<file path="config.mk">
export PLATFORM = sky130hd
export DESIGN_NAME = bus_status_regs
export DESIGN_NICKNAME = d
export VERILOG_FILES = /design/src/rtl/bus_status_pkg.sv /design/src/rtl/pin_filter.sv /design/src/rtl/bus_status_regs.sv
export SDC_FILE = /design/constraint.sdc
export NUM_CORES = 1
export LEC_CHECK = 0
export ABC_AREA = 1
export BUFFER_PORTS_ARGS = -buffer_cell sky130_fd_sc_hd__buf_2
export CORE_MARGIN = 5
export CORE_UTILIZATION = 41
export CTS_CLUSTER_DIAMETER = 40
export DETAILED_ROUTE_END_ITERATION = 8
export GPL_ROUTABILITY_DRIVEN = 0
export PLACE_DENSITY = 0.79
export SLEW_MARGIN = 20
export SYNTH_ARGS = -nofsm -noshare
export SYNTH_HDL_FRONTEND = slang
export SYNTH_SLANG_ARGS = --single-unit
</file>
<file path="constraint.sdc">
create_clock -name mclk -period 1.32 [get_ports mclk]
set_clock_uncertainty 0.05 [all_clocks]
set_input_delay 0.264 -clock mclk [delete_from_list [all_inputs] [get_ports mclk]]
set_output_delay 0.264 -clock mclk [all_outputs]
set_load 0.02 [all_outputs]
</file>
<file path="src/rtl/bus_status_pkg.sv">
// constants for the bus event status half-dword
package bus_status_pkg;
   // configuration dword that holds the status half (byte offset 04h)
   localparam logic [5:0] STATUS_DWORD = 6'h01;
   // field positions within the 16-bit status half (bit n here is dword bit n+16)
   localparam int DPE_BIT = 15;
   localparam int SSE_BIT = 14;
   localparam int RMA_BIT = 13;
   localparam int RTA_BIT = 12;
   localparam int STA_BIT = 11;
   localparam int DEVSEL_LSB = 9;
   localparam int MDPE_BIT = 8;
   localparam int FBB_BIT = 7;
   localparam int CAPL_BIT = 4;
   // fixed field values
   localparam logic [1:0] DEVSEL_FAST = 2'h0;
   localparam logic [1:0] DEVSEL_MEDIUM = 2'h1;
   localparam logic [1:0] DEVSEL_SLOW = 2'h2;
   localparam logic FBB_VALUE = 1'b1;
   localparam logic STA_VALUE = 1'b0;
   // reset values
   localparam logic STICKY_RESET = 1'b0;
   localparam logic [15:0] RDATA_RESET = 16'h0000;
   localparam logic PIN_IDLE = 1'b1;
   // first capabilities list entry in configuration space
   localparam logic [7:0] CAP_PTR_OFFSET = 8'hDC;
   localparam logic [7:0] CAP_PTR_NONE = 8'h00;
   // driver states for the system error pin
   typedef enum logic [0:0] {SERR_IDLE, SERR_DRIVE} serr_state_t;
endpackage

</file>
<file path="src/rtl/pin_filter.sv">
// three-stage pin synchroniser with agreement filter
`timescale 1ns/1ps
module pin_filter
   import bus_status_pkg::*;
(
   input wire logic mclk,
   input wire logic rst_n,
   input wire logic pin_in,
   output logic level_q
);
   logic s1_q;
   logic s2_q;
   logic s3_q;

   // first stage is read only by the second
   always_ff @(posedge mclk or negedge rst_n) begin
      if (!rst_n) begin
         s1_q <= PIN_IDLE;
         s2_q <= PIN_IDLE;
         s3_q <= PIN_IDLE;
      end else begin
         s1_q <= pin_in;
         s2_q <= s1_q;
         s3_q <= s2_q;
      end
   end

   // a change counts only once two late stages agree
   always_ff @(posedge mclk or negedge rst_n) begin
      if (!rst_n) begin
         level_q <= PIN_IDLE;
      end else if (s2_q == s3_q) begin
         level_q <= s3_q;
      end
   end
endmodule

</file>
<file path="src/rtl/bus_status_regs.sv">
// bus event status half of configuration dword 04h
`timescale 1ns/1ps
module bus_status_regs
   import bus_status_pkg::*;
(
   input wire logic mclk,
   input wire logic rst_n,
   input wire logic cfg_wr,
   input wire logic cfg_rd,
   input wire logic [5:0] cfg_dw_addr,
   input wire logic [3:2] cfg_be_n,
   input wire logic [31:16] cfg_wdata,
   input wire logic cmd_perr_resp,
   input wire logic cmd_serr_en,
   input wire logic parity_err_det,
   input wire logic serr_req,
   input wire logic master_abort,
   input wire logic target_abort_rcvd,
   input wire logic perr_self,
   input wire logic master_of_op,
   input wire logic perr_n_in,
   input wire logic eeprom_pm_en,
   output logic [15:0] cfg_rdata_q,
   output logic [7:0] cap_ptr_q,
   output logic cap_list_q,
   output logic serr_n_o_q,
   output logic serr_oe_n_q
);
   logic dpe_q;
   logic sse_q;
   logic rma_q;
   logic rta_q;
   logic mdpe_q;
   logic perr_lvl;
   logic perr_prev_q;
   logic perr_seen;
   logic status_sel;
   logic [15:0] clr_mask;
   logic serr_fire;
   logic mdpe_set;
   logic [15:0] status_word;
   serr_state_t serr_state_q;

   // byte lane 3 holds dword bits 31:24, lane 2 bits 23:16
   function automatic logic [15:0] w1c_mask(input logic [3:2] be_n, input logic [31:16] wd);
      logic [15:0] m;
      m = 16'h0000;
      if (!be_n[3]) begin
         m[15:8] = wd[31:24];
      end
      if (!be_n[2]) begin
         m[7:0] = wd[23:16];
      end
      return m;
   endfunction

   assign status_sel = (cfg_dw_addr == STATUS_DWORD);
   assign clr_mask = (cfg_wr && status_sel) ? w1c_mask(cfg_be_n, cfg_wdata) : 16'h0000;

   // observed perr pin, filtered before edge detection
   pin_filter u_perr_filter (
      .mclk(mclk),
      .rst_n(rst_n),
      .pin_in(perr_n_in),
      .level_q(perr_lvl)
   );

   always_ff @(posedge mclk or negedge rst_n) begin
      if (!rst_n) begin
         perr_prev_q <= PIN_IDLE;
      end else begin
         perr_prev_q <= perr_lvl;
      end
   end

   assign perr_seen = perr_prev_q && !perr_lvl;
   assign mdpe_set = (perr_self || perr_seen) && master_of_op && cmd_perr_resp;

   // system error pin driver, one cycle low per accepted request
   assign serr_fire = serr_req && cmd_serr_en;

   always_ff @(posedge mclk or negedge rst_n) begin
      if (!rst_n) begin
         serr_state_q <= SERR_IDLE;
         serr_n_o_q <= PIN_IDLE;
         serr_oe_n_q <= PIN_IDLE;
      end else begin
         case (serr_state_q)
            SERR_IDLE: begin
               if (serr_fire) begin
                  serr_state_q <= SERR_DRIVE;
                  serr_n_o_q <= 1'b0;
                  serr_oe_n_q <= 1'b0;
               end
            end
            SERR_DRIVE: begin
               // open drain: release rather than drive high
               serr_state_q <= SERR_IDLE;
               serr_n_o_q <= PIN_IDLE;
               serr_oe_n_q <= PIN_IDLE;
            end
            default: begin
               serr_state_q <= SERR_IDLE;
               serr_n_o_q <= PIN_IDLE;
               serr_oe_n_q <= PIN_IDLE;
            end
         endcase
      end
   end

   // sticky flags: a set in the clearing cycle wins over the clear
   always_ff @(posedge mclk or negedge rst_n) begin
      if (!rst_n) begin
         dpe_q <= STICKY_RESET;
      end else begin
         dpe_q <= (dpe_q && !clr_mask[DPE_BIT]) || parity_err_det;
      end
   end

   always_ff @(posedge mclk or negedge rst_n) begin
      if (!rst_n) begin
         sse_q <= STICKY_RESET;
      end else begin
         // only a request that really drives the pin may set the flag
         sse_q <= (sse_q && !clr_mask[SSE_BIT]) || (serr_fire && serr_state_q == SERR_IDLE);
      end
   end

   always_ff @(posedge mclk or negedge rst_n) begin
      if (!rst_n) begin
         rma_q <= STICKY_RESET;
      end else begin
         rma_q <= (rma_q && !clr_mask[RMA_BIT]) || master_abort;
      end
   end

   always_ff @(posedge mclk or negedge rst_n) begin
      if (!rst_n) begin
         rta_q <= STICKY_RESET;
      end else begin
         rta_q <= (rta_q && !clr_mask[RTA_BIT]) || target_abort_rcvd;
      end
   end

   always_ff @(posedge mclk or negedge rst_n) begin
      if (!rst_n) begin
         mdpe_q <= STICKY_RESET;
      end else begin
         mdpe_q <= (mdpe_q && !clr_mask[MDPE_BIT]) || mdpe_set;
      end
   end

   // fixed fields ignore writes entirely
   always_comb begin
      status_word = 16'h0000;
      status_word[DPE_BIT] = dpe_q;
      status_word[SSE_BIT] = sse_q;
      status_word[RMA_BIT] = rma_q;
      status_word[RTA_BIT] = rta_q;
      status_word[STA_BIT] = STA_VALUE;
      status_word[DEVSEL_LSB +: 2] = DEVSEL_MEDIUM;
      status_word[MDPE_BIT] = mdpe_q;
      status_word[FBB_BIT] = FBB_VALUE;
      status_word[CAPL_BIT] = eeprom_pm_en;
   end

   // read data captured at the status dword read strobe, held until the next status dword read
   always_ff @(posedge mclk or negedge rst_n) begin
      if (!rst_n) begin
         cfg_rdata_q <= RDATA_RESET;
      end else if (cfg_rd && status_sel) begin
         cfg_rdata_q <= status_word;
      end
   end

   // capability pointer tracks the eeprom bit a cycle late
   always_ff @(posedge mclk or negedge rst_n) begin
      if (!rst_n) begin
         cap_list_q <= 1'b0;
         cap_ptr_q <= CAP_PTR_NONE;
      end else begin
         cap_list_q <= eeprom_pm_en;
         cap_ptr_q <= eeprom_pm_en ? CAP_PTR_OFFSET : CAP_PTR_NONE;
      end
   end
endmodule

</file>
## Word-level counts from Yosys, hierarchy flattened

Cells that the tools add are included.

| storage, ports and cells | value |
|---|---|
| output and inout bits | 27 |
| bits of input ports | 38 |
| register bits | 29 |

| operators by class | value |
|---|---|
| mux-type cells | 8 |
| reductions and logical operators | 24 |
| bitwise logic cells | 1 |
| equality and inequality tests | 3 |

Operators by type and width:

| cell | count |
|---|---|
| $mux 8 | 3 |
| $mux 16 | 1 |
| $logic_and 1x1->1 | 12 |
| $eq 6x1->1 const B | 1 |
| $logic_not 1->1 | 6 |
| $logic_or 1x1->1 | 6 |
| $pmux 1 s2 | 2 |
| $mux 1 | 2 |
| $ne 2x2->1 const B | 1 |
| $eq 1x1->1 | 1 |
| $not 1->1 | 1 |

## Longest topological paths before layout

| depth | value |
|---|---|
| depth in word-level cells | 6 |
| gate-level depth with buffers | 7 |
| depth with buffers taken out | 6 |

## By module

Synthesis repeated with hierarchy kept, for this count alone.

| second synthesis, totals | value |
|---|---|
| cell total of the unflattened synthesis | 108 |
| area, all modules | 987.2 um^2 |

Modules (own cells, without submodules):

| module | area each (um^2) | cells an instance | times used |
|---|---|---|---|
| bus_status_regs | 865.8 | 100 | 1 |
| pin_filter | 121.4 | 8 | 1 |

## Worst setup path before layout

OpenSTA, ideal clock, no wires.

| timing | value |
|---|---|
| path type | register to output |
| from | reg serr_oe_n_q |
| to | out serr_oe_n_q |
| stages on the path, launching flop included | 2 |
| data required time | 1.006 ns |
| slack | 0.274 ns |
| buffers on the path | 1 |
| arrival time | 0.732 ns |
| cell sequence | dfstp_2 buf_4 |

RTL lines:

| what | line | source |
|---|---|---|
| from (decl) | bus_status_regs.sv:27 | `output logic serr_oe_n_q` |
| from (signal assigned) | bus_status_regs.sv:86 | `serr_oe_n_q <= PIN_IDLE;` |
| from (signal assigned) | bus_status_regs.sv:93 | `serr_oe_n_q <= 1'b0;` |
| from (signal assigned) | bus_status_regs.sv:100 | `serr_oe_n_q <= PIN_IDLE;` |

No word-level cell between the ends.

## Worst setup path after layout

| timing | value |
|---|---|
| from | reg serr_oe_n_q |
| to | out serr_oe_n_q |

No word-level cell between the ends.

==> out/metrics.cfg <==
[setup_path]
path_buf_inv=1
crit_chain=buf_6
worstSetupStartpointType=flip-flop
cp-end-kind=output pin
worstPathArrival_ps=990
max_stage_delay_ps=580
slowest_stage=dfstp_2
crit_family=flip-flops
setup.worst_path.class=reg -> out
path_max_fanout=3
critPathRequiredTime_ps=1010

[placement]
place_inst=167
pre_cts_slack_ps=191.6
dp_hpwl_um=1356
io_buffers=41

[synthesis]
syn_area_per_cell_sq_um=9.342
synth.top_cells.by_area=dfrtp_1 (36%), dfstp_2 (16%), buf_4 (14%)
ys_seq_elements=20
synth_top_area_cell=dfrtp_1
synth_top_area_share_pct=35.71
syn_area_sq_um=980.9
synth_cells=105
synth_cell_types=16
yosysWarningCount=0
ys_seq_area_share_pct=51.79

[layout]
n_fill_cell=222
mostFrequentLayoutCell=buf_2
antenna_cells=0
finalNonFillerCells=173
largest_register_ffs=7
max_flop_register=cfg_rdata_q
fin_util_pct=53.77
drive_gt1_share_pct=43.45
area_growth_pct=23.60
final_cell_mix=buf_2 (39), inv_1 (20), nand2_1 (19)
final-seq-area_sq_um=508.0
multi_input_area_sq_um=289.0
final_nets=184

[timing]
min_period_over_period_pct=98.84
period_needed_ps=1305
setup_viol=0
grt_setup_unrepaired=true
final_hold_viol_count=0
hold_ws_ps=41.42
fin_ws_ps=15.30
timing.fmax_mhz=766.5
report.final.slew_viol_count=0

[global_route]
grt_pass1_wl_um=2732
grt_max_degree=21
track_usage_pct=10.21
grt_pass1_vias=634
antenna_found_initial=0
gr-total-overflow=0

[hold_path]
hold_class=in -> reg

[power]
comb_power_share_pct=20.1
switching_power_uw=396.1
power.density_nw_per_um2=1233
finalPower_uw=1495
internal-power_uw=1099
leakagePower_uw=0.0007086
vdd_ir_drop_max_uv=767.7
clkPwrFrac_pct=32.7
swShare_pct=26.50
p_seq_share_pct=47.3

[drt]
wirelength_um=1681
avgRoutedWirePerCell_um=9.717
via_per_inst=4.069
vias=704
dr.first_iter.drc_count=16
ant_nets=0
drc=0
drt_first_pass_iters=4

[outcome]
status=finished, final reports clean

[cts]
cts_root_buf=clkbuf_4
cts_made_buffers=3
cts_tree=built
insertion_delay_ps=300
clkTransAtPathRegs_ps=100
cts_buffer_depth=2
htreeDepth=1
clkSinkCount=20

[run]
drv_cap=0

[die]
num_rows=17
pin_count=65
die-area_sq_um=3471
initial_utilization_pct=43.51
die_w_um=58.92
die_height_um=58.92
core_region_area_sq_um=2255

[timing repair]
action / CTS / global route
gates resized for setup: 2 / 2
hold endpoints to repair: 15 / 0
setup buffers: 0 / 0
endpoints found under the setup margin: 2 / 2
hold buffers: 2 / 0
[per-layer routing]
metal / track usage [%] / share of wire (%) / up-vias
met3: 2.632 / 14 / 0
met5: 0 / 0 / -
met1: 14.62 / 43 / 299
met4: 3.883 / 0 / 0
met2: 14.67 / 43 / 40
li1: - / - / 365
[worst paths after layout]
| kind | start | endpoint | slack [ps] | cells after the start |
|---|---|---|---|---|
| worst max register to register | u_perr_filter.level_q | mdpe_q | 360 | 3 |
| worst min register to register | u_perr_filter.s1_q | u_perr_filter.s2_q | 320 | 0 |
| worst min-delay path | eeprom_pm_en | cap_ptr_q[6] | 40 | 1 |
| worst max-delay path | serr_oe_n_q | serr_oe_n_q | 20 | 1 |
| min in group asynchronous | rst_n | mdpe_q | 380 | 2 |
| max in group asynchronous | rst_n | serr_oe_n_q | 500 | 2 |
[kinds of logic after synthesis]
kind of cell / count (synthesis) / synth area share, %
buf+inv: 39 / 22.58
simple gates: 37 / 18.11
flops: 20 / 51.79
compound gates: 7 / 6.123
fa+ha+maj: 1 / 1.020
other cells: 1 / 0.3823
[synthesized netlist by cell type]
cell / instances
nor2_1: 9
nor2_2: 1
dfstp_2: 6
maj3_1: 1
inv_1: 20
o211ai_1: 1
conb_1: 1
buf_6: 1
nand2_1: 19
dfrtp_1: 14
o21ai_2: 6
nand2_2: 1
nand3_4: 1
nor2_4: 1
nand4_1: 5
buf_4: 18
[per-stage QoR]
step / TNS (ps) / instance area (sq um)
finish: 0 / 1212
global route: -86.32 / 1212
CTS: -14.50 / 1205
detailed placement: 0 / 1127
global placement: 0 / 1127
floorplan: 0 / 1018
[cell type report]
class	count	area share, %
Tap cell	28	2.890
Clock inverter	1	2.477
Timing Repair Buffer	45	20.85
Multi-Input combinational cell	56	23.84
Sequential cell	20	41.90
Clock buffer	3	1.858
Inverter	20	6.192
[power by group through the flow]
stage | Sequential [uW] | Combinational (uW) | Clock (uW)
final | 706 | 300 | 488
after global routing | 715 | 328 | 536
after CTS | 706 | 298 | 508
after detailed placement | 717 | 289 | 0
after global placement | 714 | 283 | 0
after floorplan | 765 | 160 | 0
No activity file was read; power rests on OpenSTA's default activity.
